`src/rtl/mic_defs.vh`:
```
`ifndef MIC_DEFS_VH
`define MIC_DEFS_VH

// register indexes; byte address is four times the index
`define MIC_IDX_ENABLE    8'h04
`define MIC_IDX_PENDING   8'h05
`define MIC_IDX_EDGE      8'h0C
`define MIC_IDX_CTRL      8'h20
`define MIC_IDX_SP        8'h21
`define MIC_IDX_EVTSTAT   8'h22
`define MIC_IDX_EVTMASK   8'h23

// source bit positions
`define MIC_BIT_PA0       0
`define MIC_BIT_PB0       1
`define MIC_BIT_T16       2
`define MIC_BIT_RSVD      3
`define MIC_BIT_CMP       4
`define MIC_BIT_PWM       5
`define MIC_BIT_T2        6
`define MIC_BIT_T3        7

// edge select fields
`define MIC_EDGE_PA0_LSB  0
`define MIC_EDGE_PB0_LSB  2
`define MIC_EDGE_T16_BIT  4
`define MIC_EDGE_RESET    5'h00
`define MIC_SEL_BOTH      2'h0
`define MIC_SEL_RISE      2'h1
`define MIC_SEL_FALL      2'h2

// entry vector and stack step
`define MIC_VECTOR        16'h0010
`define MIC_SP_STEP       8'h02

// reset values
`define MIC_ENABLE_RESET  8'h00
`define MIC_PENDING_RESET 8'h00
`define MIC_SP_RESET      8'h00
`define MIC_EVT_RESET     2'h0

// event status bits
`define MIC_EVT_ENTRY     0
`define MIC_EVT_RETURN    1

`endif

```
`src/rtl/mic_edge_detect.v`:
```
module mic_edge_detect (
  input  wire       ref_clk,   // system clock
  input  wire       rst,       // async reset, active high
  input  wire       level,     // source level
  input  wire [1:0] edgeSel,   // 00 both, 01 rising, 10 falling, 11 none
  output reg        hit        // one-cycle event pulse
);
`include "mic_defs.vh"

  reg prevQ;
  reg primedQ;

  // ---------------------------------------------------------------
  // previous level; first sample after reset only primes
  // ---------------------------------------------------------------
  always @(posedge ref_clk or posedge rst) begin
    if (rst) begin
      prevQ   <= 1'b0;
      primedQ <= 1'b0;
    end else begin
      prevQ   <= level;
      primedQ <= 1'b1;
    end
  end

  always @* begin
    hit = 1'b0;
    if (primedQ) begin
      case (edgeSel)
        `MIC_SEL_BOTH: hit = level ^ prevQ;
        `MIC_SEL_RISE: hit = level & ~prevQ;
        `MIC_SEL_FALL: hit = ~level & prevQ;
        default:       hit = 1'b0;
      endcase
    end
  end

endmodule

```
`src/rtl/mic_interrupt_controller.v`:
```
// The Wishbone interface to the registers is this design's own decision.
module mic_interrupt_controller #(
  parameter SP_W = 8                       // stack pointer width
) (
  input  wire            ref_clk,          // system clock, 40 MHz
  input  wire            rst,              // async reset, active high
  // wishbone classic slave
  input  wire            wb_cyc_i,         // bus cycle
  input  wire            wb_stb_i,         // strobe
  input  wire            wb_we_i,          // write enable
  input  wire [7:0]      wb_adr_i,         // word index
  input  wire [3:0]      wb_sel_i,         // byte lanes
  input  wire [31:0]     wb_dat_i,         // write data
  output wire [31:0]     wb_dat_o,         // read data
  output wire            wb_ack_o,         // acknowledge
  // event sources
  input  wire            portAPinZero,     // pin level
  input  wire            portBPinZero,     // pin level
  input  wire            sixteenBitTimer,  // overflow level
  input  wire            comparatorEvt,    // pulse
  input  wire            pwmGeneratorZero, // pulse
  input  wire            secondTimer,      // pulse
  input  wire            thirdTimer,       // pulse
  // core sequencer
  input  wire            instrBoundary,    // pulse: core may be diverted
  input  wire [15:0]     pcCurrent,        // counter to save on entry
  input  wire            globalEnableCmd,  // pulse: enable instruction
  input  wire            globalDisableCmd, // pulse: disable instruction
  input  wire            returnCmd,        // pulse: return instruction
  output wire            irqPending,       // level request to core
  output reg             pcLoad,           // pulse: load pcLoadValue
  output reg  [15:0]     pcLoadValue,      // new counter
  output wire            coreStall,        // core waits for pop
  // stack memory
  output reg             stackWe,          // pulse: write word
  output reg             stackRe,          // pulse: read word
  output reg  [SP_W-1:0] stackAddr,        // byte address
  output reg  [15:0]     stackWrData,      // pushed counter
  input  wire [15:0]     stackRdData,      // popped counter, next cycle
  // system interrupt
  output wire            sysIrq            // level, unmasked event pending
);
`include "mic_defs.vh"

  localparam [2:0] ST_IDLE = 3'b001;
  localparam [2:0] ST_POP  = 3'b010;
  localparam [2:0] ST_LOAD = 3'b100;

  reg  [7:0]      enableQ;
  reg  [7:0]      pendingQ;
  reg  [7:0]      pendingD;
  reg  [4:0]      edgeQ;
  reg             gieQ;
  reg             gieD;
  reg  [SP_W-1:0] spQ;
  reg  [SP_W-1:0] spD;
  reg  [1:0]      evtQ;
  reg  [1:0]      evtMaskQ;
  reg  [2:0]      stateQ;
  reg  [2:0]      stateD;
  reg             ackQ;
  reg  [31:0]     rdQ;
  reg  [31:0]     rdD;
  reg  [7:0]      srcEvt;
  wire            pa0Hit;
  wire            pb0Hit;
  wire            t16Hit;
  wire            wrEn;
  wire            take;
  wire            popDone;

  // ---------------------------------------------------------------
  // helpers
  // ---------------------------------------------------------------
  function [SP_W-1:0] spStep;
    input [SP_W-1:0] sp;
    input            up;
    begin
      if (up) begin
        spStep = sp + `MIC_SP_STEP;
      end else begin
        spStep = sp - `MIC_SP_STEP;
      end
    end
  endfunction

  function [7:0] lane0;
    input [31:0] d;
    begin
      lane0 = d[7:0];
    end
  endfunction

  // ---------------------------------------------------------------
  // source edge detection
  // ---------------------------------------------------------------
  mic_edge_detect uPa0 (
    .ref_clk (ref_clk),
    .rst     (rst),
    .level   (portAPinZero),
    .edgeSel (edgeQ[`MIC_EDGE_PA0_LSB+1:`MIC_EDGE_PA0_LSB]),
    .hit     (pa0Hit)
  );

  mic_edge_detect uPb0 (
    .ref_clk (ref_clk),
    .rst     (rst),
    .level   (portBPinZero),
    .edgeSel (edgeQ[`MIC_EDGE_PB0_LSB+1:`MIC_EDGE_PB0_LSB]),
    .hit     (pb0Hit)
  );

  // single select bit maps 0 to rising, 1 to falling
  mic_edge_detect uT16 (
    .ref_clk (ref_clk),
    .rst     (rst),
    .level   (sixteenBitTimer),
    .edgeSel ({edgeQ[`MIC_EDGE_T16_BIT], ~edgeQ[`MIC_EDGE_T16_BIT]}),
    .hit     (t16Hit)
  );

  always @* begin
    srcEvt                = 8'h00;
    srcEvt[`MIC_BIT_PA0]  = pa0Hit;
    srcEvt[`MIC_BIT_PB0]  = pb0Hit;
    srcEvt[`MIC_BIT_T16]  = t16Hit;
    srcEvt[`MIC_BIT_CMP]  = comparatorEvt;
    srcEvt[`MIC_BIT_PWM]  = pwmGeneratorZero;
    srcEvt[`MIC_BIT_T2]   = secondTimer;
    srcEvt[`MIC_BIT_T3]   = thirdTimer;
  end

  // ---------------------------------------------------------------
  // wishbone slave: ack one cycle after strobe, write at ack edge
  // ---------------------------------------------------------------
  assign wrEn     = wb_cyc_i & wb_stb_i & wb_we_i & ackQ & wb_sel_i[0];
  assign wb_ack_o = ackQ;
  assign wb_dat_o = rdQ;

  always @* begin
    rdD = 32'h0000_0000;
    if (wb_adr_i == `MIC_IDX_ENABLE) begin
      rdD[7:0] = enableQ;
    end else if (wb_adr_i == `MIC_IDX_PENDING) begin
      rdD[7:0] = pendingQ & ~(8'h01 << `MIC_BIT_RSVD);
    end else if (wb_adr_i == `MIC_IDX_CTRL) begin
      rdD[0] = gieQ;
    end else if (wb_adr_i == `MIC_IDX_SP) begin
      rdD[SP_W-1:0] = spQ;
    end else if (wb_adr_i == `MIC_IDX_EVTSTAT) begin
      rdD[1:0] = evtQ;
    end else if (wb_adr_i == `MIC_IDX_EVTMASK) begin
      rdD[1:0] = evtMaskQ;
    end else begin
      rdD = 32'h0000_0000;
    end
  end

  always @(posedge ref_clk or posedge rst) begin
    if (rst) begin
      ackQ <= 1'b0;
      rdQ  <= 32'h0000_0000;
    end else begin
      ackQ <= wb_cyc_i & wb_stb_i & ~ackQ;
      rdQ  <= rdD;
    end
  end

  // ---------------------------------------------------------------
  // enable, edge select, event mask registers
  // ---------------------------------------------------------------
  always @(posedge ref_clk or posedge rst) begin
    if (rst) begin
      enableQ  <= `MIC_ENABLE_RESET;
      edgeQ    <= `MIC_EDGE_RESET;
      evtMaskQ <= `MIC_EVT_RESET;
    end else if (wrEn) begin
      if (wb_adr_i == `MIC_IDX_ENABLE) begin
        enableQ <= lane0(wb_dat_i);
      end else if (wb_adr_i == `MIC_IDX_EDGE) begin
        edgeQ <= wb_dat_i[4:0];
      end else if (wb_adr_i == `MIC_IDX_EVTMASK) begin
        evtMaskQ <= wb_dat_i[1:0];
      end
    end
  end

  // ---------------------------------------------------------------
  // pending flags: event set wins over a software write
  // ---------------------------------------------------------------
  always @* begin
    pendingD = pendingQ;
    if (wrEn && (wb_adr_i == `MIC_IDX_PENDING)) begin
      pendingD = lane0(wb_dat_i);
    end
    pendingD = pendingD | srcEvt;
    pendingD[`MIC_BIT_RSVD] = 1'b0;
  end

  always @(posedge ref_clk or posedge rst) begin
    if (rst) begin
      pendingQ <= `MIC_PENDING_RESET;
    end else begin
      pendingQ <= pendingD;
    end
  end

  // ---------------------------------------------------------------
  // request to core
  // ---------------------------------------------------------------
  assign irqPending = gieQ & (|(pendingQ & enableQ)) & stateQ[0];
  assign take       = irqPending & instrBoundary;
  assign popDone    = stateQ[2];
  assign coreStall  = ~stateQ[0];

  // ---------------------------------------------------------------
  // entry and return sequencer
  // ---------------------------------------------------------------
  always @* begin
    stateD = stateQ;
    case (stateQ)
      ST_IDLE: begin
        if (!take && returnCmd) begin
          stateD = ST_POP;
        end
      end
      ST_POP: begin
        stateD = ST_LOAD;
      end
      ST_LOAD: begin
        stateD = ST_IDLE;
      end
      default: begin
        stateD = ST_IDLE;
      end
    endcase
  end

  always @* begin
    gieD = gieQ;
    spD  = spQ;
    if (wrEn && (wb_adr_i == `MIC_IDX_CTRL)) begin
      gieD = wb_dat_i[0];
    end
    if (wrEn && (wb_adr_i == `MIC_IDX_SP)) begin
      spD = wb_dat_i[SP_W-1:0];
    end
    if (globalEnableCmd) begin
      gieD = 1'b1;
    end
    if (globalDisableCmd) begin
      gieD = 1'b0;
    end
    if (take) begin
      gieD = 1'b0;
      spD  = spStep(spQ, 1'b1);
    end
    if (popDone) begin
      gieD = 1'b1;
      spD  = spStep(spQ, 1'b0);
    end
  end

  always @(posedge ref_clk or posedge rst) begin
    if (rst) begin
      stateQ      <= ST_IDLE;
      gieQ        <= 1'b0;
      spQ         <= `MIC_SP_RESET;
      stackWe     <= 1'b0;
      stackRe     <= 1'b0;
      stackAddr   <= {SP_W{1'b0}};
      stackWrData <= 16'h0000;
      pcLoad      <= 1'b0;
      pcLoadValue <= 16'h0000;
    end else begin
      stateQ  <= stateD;
      gieQ    <= gieD;
      spQ     <= spD;
      stackWe <= take;
      stackRe <= stateQ[0] & ~take & returnCmd;
      pcLoad  <= take | stateQ[2];
      if (take) begin
        stackAddr   <= spQ;
        stackWrData <= pcCurrent;
        pcLoadValue <= `MIC_VECTOR;
      end else if (stateQ[0] && returnCmd) begin
        stackAddr <= spStep(spQ, 1'b0);
      end else if (stateQ[2]) begin
        // popped word stands only in the cycle after the read
        pcLoadValue <= stackRdData;
      end
    end
  end

  // ---------------------------------------------------------------
  // system interrupt: entry and return events, write one to clear
  // ---------------------------------------------------------------
  always @(posedge ref_clk or posedge rst) begin
    if (rst) begin
      evtQ <= `MIC_EVT_RESET;
    end else begin
      evtQ <= (evtQ & ~((wrEn && (wb_adr_i == `MIC_IDX_EVTSTAT)) ? wb_dat_i[1:0] : 2'h0))
              | {popDone, take};
    end
  end

  assign sysIrq = |(evtQ & evtMaskQ);

endmodule

```
`config.mk`:
```
export PLATFORM = sky130hd
export DESIGN_NAME = mic_interrupt_controller
export DESIGN_NICKNAME = d
export VERILOG_FILES = /design/src/rtl/mic_edge_detect.v /design/src/rtl/mic_interrupt_controller.v
export VERILOG_INCLUDE_DIRS = /design/src /design/src/rtl
export SDC_FILE = /design/constraint.sdc
export NUM_CORES = 1
export LEC_CHECK = 0
export ABC_AREA = 0
export BUFFER_PORTS_ARGS = -buffer_cell sky130_fd_sc_hd__buf_2
export CORE_AREA = 10 10 121 123
export CTS_CLUSTER_SIZE = 12
export DETAILED_ROUTE_END_ITERATION = 8
export DIE_AREA = 0 0 131 133
export MAX_ROUTING_LAYER = met4
export PLACE_DENSITY = 0.64
export SYNTH_ARGS = -nofsm -noshare
export SYNTH_HDL_FRONTEND = slang
export SYNTH_SLANG_ARGS = --single-unit
```
`constraint.sdc`:
```
create_clock -name ref_clk -period 7.9 [get_ports ref_clk]
set_input_delay 1.185 -clock ref_clk [delete_from_list [all_inputs] [get_ports ref_clk]]
set_output_delay 1.185 -clock ref_clk [all_outputs]
set_load 0.05 [all_outputs]
```
After elaboration in Yosys (flattened, before gate mapping)
Index checks and enable logic that the tools add are counted.
{ "word_totals": {"register_bits": 116, "in_bits": 92, "output_inout_bits": 79, "elab_cells": 128} }
{ "classes": {"add_sub_neg": 2, "n_eq_ne": 17, "muxes": 31, "bitwise_logic": 38, "reduce_logical": 20} }
{ "ops": {"columns": ["operator", "count"], "rows": [
  ["$mux W8", 9],
  ["$mux W16", 3],
  ["$eq A8 B6 Y1 const B", 4],
  ["$mux W24", 1],
  ["$and A1 B1 Y1", 16],
  ["$eq A8 B3 Y1 const B", 2],
  ["$not A1 Y1", 12],
  ["$mux W1", 9],
  ["$pmux W1 S3", 3],
  ["$add A8 B2 Y8 const B", 1],
  ["$and A8 B8 Y8", 1],
  ["$eq A8 B4 Y1 const B", 1],
  ["$or A8 B8 Y8", 1],
  ["$reduce_or A8 Y1", 1],
  ["$sub A8 B2 Y8 const B", 1],
  ["$mux W7", 1],
  ["$eq A2 B1 Y1 const B", 3],
  ["$eq A2 B2 Y1 const B", 3],
  ["$logic_and A1 B1 Y1", 6],
  ["$logic_not A2 Y1", 3],
  ["$mux W2", 3],
  ["$pmux W3 S2", 1],
  ["$reduce_bool A5 Y1", 1],
  ["$and A2 B2 Y2", 2],
  ["other kinds (15)", 20]
]} }

Depth between registers and ports, before layout
{ "depth": {"word_depth": 10, "depth_mapped": 7, "ltp_nobuf": 7} }

Modules after synthesis
Synthesis repeated with hierarchy kept, for this count alone.
{ "hier_totals": {"cells_unflattened": 474, "area_unflattened_um2": 4531.8} }
{ "modules_own_cells": {"columns": ["module", "instances", "cells_each", "area_per_inst_um2", "seq_area_each_um2"], "rows": [
  ["mic_interrupt_controller", 1, 435, 4179.0, 2203.4],
  ["mic_edge_detect", 3, 13, 117.6, 50.0]
]} }

Worst setup path after synthesis
OpenSTA, ideal clock, no wires.
{ "synth_path": {"kind": "input port to flip-flop", "from": "in wb_adr_i[4]", "to": "reg spQ[2]", "setup_time_ps": 132, "arrival_ps": 2486, "t_required_ps": 7768, "slack_ps": 5282, "path_stages": 6, "path_buffers": 1, "path_cell_list": "or3_4 > nor4_4 > buf_2 > a21oi_1 > a211oi_1 > o22ai_1"} }
{ "synth_between": {"elab_chain_len": 3} }
{ "synth_rtl": {"columns": ["item", "line_no", "text"], "rows": [
  ["start: declaration", "mic_interrupt_controller.v:11", "input wire [7:0] wb_adr_i,"],
  ["$eq A8 B6 Y1 (no line)", null, null],
  ["$logic_and A1 B1 Y1", "mic_interrupt_controller.v:245", "if (wrEn && (wb_adr_i == `MIC_IDX_SP)) begin"],
  ["$reduce_bool A3 Y1 (no line)", null, null],
  ["end signal: assignment", "mic_interrupt_controller.v:268", "spQ <= `MIC_SP_RESET;"],
  ["end signal: assignment", "mic_interrupt_controller.v:278", "spQ <= spD;"],
  ["end: declaration", "mic_interrupt_controller.v:55", "reg [SP_W-1:0] spQ;"]
]} }
Every way passes these cells.
A chain may end at the register's enable or synchronous reset.

Final worst setup path
{ "layout_path": {"from": "in wb_adr_i[4]", "to": "reg spQ[5]"} }
The elaborated chain is that of the path after synthesis.

==> key figures <==
Clock tree
  • CTS root buf: clkbuf_16
  • Worst-path clk slew: 60 ps
  • Post_cts resized: 0
  • Worst-skew pair later-pin latency: 350 ps
  • Largest buffer count on any clock path: 2
  • Sink Count: 92
  • Hold-fix buffers, CTS: 0
  • CTS tree: yes
  • H-tree levels: 3
  • Postcts setup bufs: 0
  • Num CTS Buffers: 9

Detailed routing
  • Pre-antenna DRT Iters: 6
  • Final ANT Viol Nets: 0
  • Residual DRC: 0
  • Drt initial violations: 234
  • Final wirelength: 12,300 um
  • Vias per inst: 4.853
  • DR vias: 3,538
  • Wire length per cell: 16.87 um

Status
  • Status: finished, final reports clean

Worst setup path
  • Startpoint of the worst-slack reg-to-reg timing path: pendingQ[6]$_DFF_PP0_
  • Critical Path AT: 3230 ps
  • Startpoint Class: input port
  • CP Class: input port to flip-flop
  • Crit path launch: wb_adr_i[4]
  • Critical Path End Type: flip-flop
  • R2R cell count: 6
  • Critical Path RT: 8130 ps
  • Critical path capture point: spQ[5]$_DFFE_PP0P_
  • Worst-path fanout max: 12
  • R2r endpoint: spQ[5]$_DFFE_PP0P_
  • R2r setup slk: 5300 ps

GRT
  • Grt total ovfl: 0
  • Gr usage total: 14.41%
  • Largest net degree at the start of global routing: 56
  • First-pass GRT wire length: 19,530 um
  • Vias in the first global route: 3,725
  • Antenna violations before repair: 1

Floorplan
  • Core area: 12,360 sq um
  • Rows: 41
  • DIE AREA: 17,420 sq um
  • I/O Pins: 171
  • Die X: 131 um
  • Die Span Y: 133 um
  • Starting density of the core: 35.96%

Pwr
  • Pwr dens: 313.3 nW/um^2
  • Leakage Power: 2.803 nW
  • VDD IR max: 106.8 uV
  • Total power: 0.001687 W

Yosys
  • Asr flop ratio synth: 100.0%
  • Synth Flop Type: dfrtp_1
  • Post-synth EDFFs: 0
  • Dominant cells by area after synthesis: dfrtp_1 51%, nand2_1 8.3%, mux2_2 4.6%
  • Warning count from the yosys run: 0
  • Post-Syn Area per Cell: 10.08 sq um
  • Post-synthesis cell count: 441
  • Sequential element share of the synthesized area: 51.82%
  • Share of the synthesized area in the top cell type: 51.22%
  • Synth cell types: 56
  • Post-synthesis cell area: 4446 sq um
  • Dominant cell type by area after synthesis: dfrtp_1
  • Flops & latches, synth: 92

Placement
  • Routability cong.: 0.8158
  • Port bufs: 119
  • Post-DP HPWL: 9048 um

Cells and area
  • Layout cells sized above 1: 30.22%
  • Final core utilization: 43.55%
  • Layout Nets: 649
  • Layout Area Growth over Synthesis: 21.11%

Min path
  • HP Class: flip-flop to flip-flop

STA
  • Post-layout min period: 3000 ps
  • Fin. max-slew vios: 0
  • Worst slew pin tran: 1095 ps
  • Period utilisation layout: 37.97%
  • Slew HR: 26.75%
  • Final setup vio count: 0
  • Worst clock skew: 12.02 ps
  • Final hold vios: 0
  • Fmax: 333.4 MHz
  • Unrepaired setup endpoints after global routing: false
  • Setup Total Neg Slack: 0 ps

Flow run
  • Max Cap Viol: 0
## cell type report
type | instances | area, sq um
fillers | 1202 | 6979
flip-flops and latches | 92 | 2303
multi-input cells | 307 | 1871
repair buffers | 121 | 610.6
clock buffers | 13 | 260.3
well taps | 172 | 215.2
inverters | 20 | 76.32
clock inverters | 3 | 45.04
diodes | 1 | 2.502
## cell usage after synthesis (3+ instances only)
library cell / n
and3_1: 8
nand2b_1: 4
buf_4: 26
a22oi_1: 3
nor3_1: 8
dfrtp_1: 91
o21ai_0: 9
mux2_2: 18
a221oi_1: 3
nand2_1: 98
nand3_1: 11
a21o_1: 4
nor2_1: 12
buf_2: 7
ha_1: 6
inv_1: 19
a222oi_1: 6
nand3b_1: 3
a21oi_1: 27
xnor2_1: 7
mux2i_1: 5
a221o_1: 4
o22ai_1: 3
a211oi_1: 5
clkbuf_1: 11
a211o_1: 4
## metal layers
metal / routed length (um) / vias up / part of all wire [%] / global-route usage [%]
li1: - / 1702 / - / -
met1: 5176 / 1713 / 42 / 17.03
met2: 6178 / 108 / 50 / 23.60
met3: 760 / 15 / 6.2 / 3.236
met4: 179 / 0 / 1.5 / 4.883
met5: 0 / - / 0 / -
## critical path: stages
cell and delay [ps]:
buf_2 90, or3_4 440, nor4_4 670, nand2_1 330, o31a_1 310, o211a_1 210
## stage by stage
step / cell area [sq um] / std cells / setup slack [ps] / hold WS (ps)
CTS: 5381 / 728 / 4936 / 443.7
global route: 5384 / 729 / 4829 / 475.3
floorplan: 4532 / 464 / 4325 / 414.7
detailed placement: 5076 / 712 / 4566 / 436.2
global placement: 5076 / 712 / 4603 / 424.5
finish: 5384 / 729 / 4900 / 441.8
## worst min path at each step
stage	from	end	slack (ps)	cells after the start
finish	wb_ack_o$_DFF_PP0_	wb_ack_o$_DFF_PP0_	440	1
CTS	wb_ack_o$_DFF_PP0_	wb_ack_o$_DFF_PP0_	440	1
floorplan	stateQ[1]$_DFFE_PP0P_	stateQ[1]$_DFFE_PP0P_	410	1
detailed placement	wb_ack_o$_DFF_PP0_	wb_ack_o$_DFF_PP0_	440	1
global route	wb_ack_o$_DFF_PP0_	wb_ack_o$_DFF_PP0_	480	1
global placement	stateQ[1]$_DFFE_PP0P_	stateQ[1]$_DFFE_PP0P_	420	1
## where the power goes
part           switching, W  internal (W)
sequential        0.0000803      0.000563
combinational      0.000438      0.000163
clock              0.000179      0.000263
total              0.000698      0.000989
## sequential cells by signal, indices dropped and copies added, names as in the netlist, 2 cells and up
name / cells
stackAddr: 8
evtMaskQ: 2
edgeQ: 5
spQ: 8
pendingQ: 7
stateQ: 3
enableQ: 8
evtQ: 2
wb_dat_o: 8
pcLoadValue: 16
stackWrData: 16
## layout by cell type (no fill, tap or decap), types with 3 or more instances in the layout
cell type,Yosys,final
nand2_1,98,98
xnor2_1,7,7
a221oi_1,3,3
nand2b_1,4,4
mux2_2,18,18
a211oi_1,5,5
nor3_1,8,8
nor2_1,12,12
a21oi_1,27,27
nand3b_1,3,3
dfrtp_1,91,91
nand3_1,11,11
a221o_1,4,4
a21o_1,4,4
a211o_1,4,4
and3_1,8,8
buf_2,7,119
a222oi_1,6,6
inv_1,19,18
ha_1,6,6
o22ai_1,3,3
clkbuf_16,0,9
conb_1,2,25
a22oi_1,3,3
mux2i_1,5,5
o21ai_0,9,9
## cells by family (layout without fill, tap and decap cells)
kind of cell / after synthesis / after routing / synth area share (%)
xor+xnor: 7 / 7 / 1.379
simple gates: 166 / 166 / 18.38
compound gates: 79 / 79 / 12.33
buf+inv: 65 / 157 / 8.049
mux: 24 / 24 / 6.192
other cells: 2 / 26 / 0.1689
flops: 92 / 92 / 51.82
fa+ha+maj: 6 / 6 / 1.689
No activity file was read; power rests on OpenSTA's default activity.
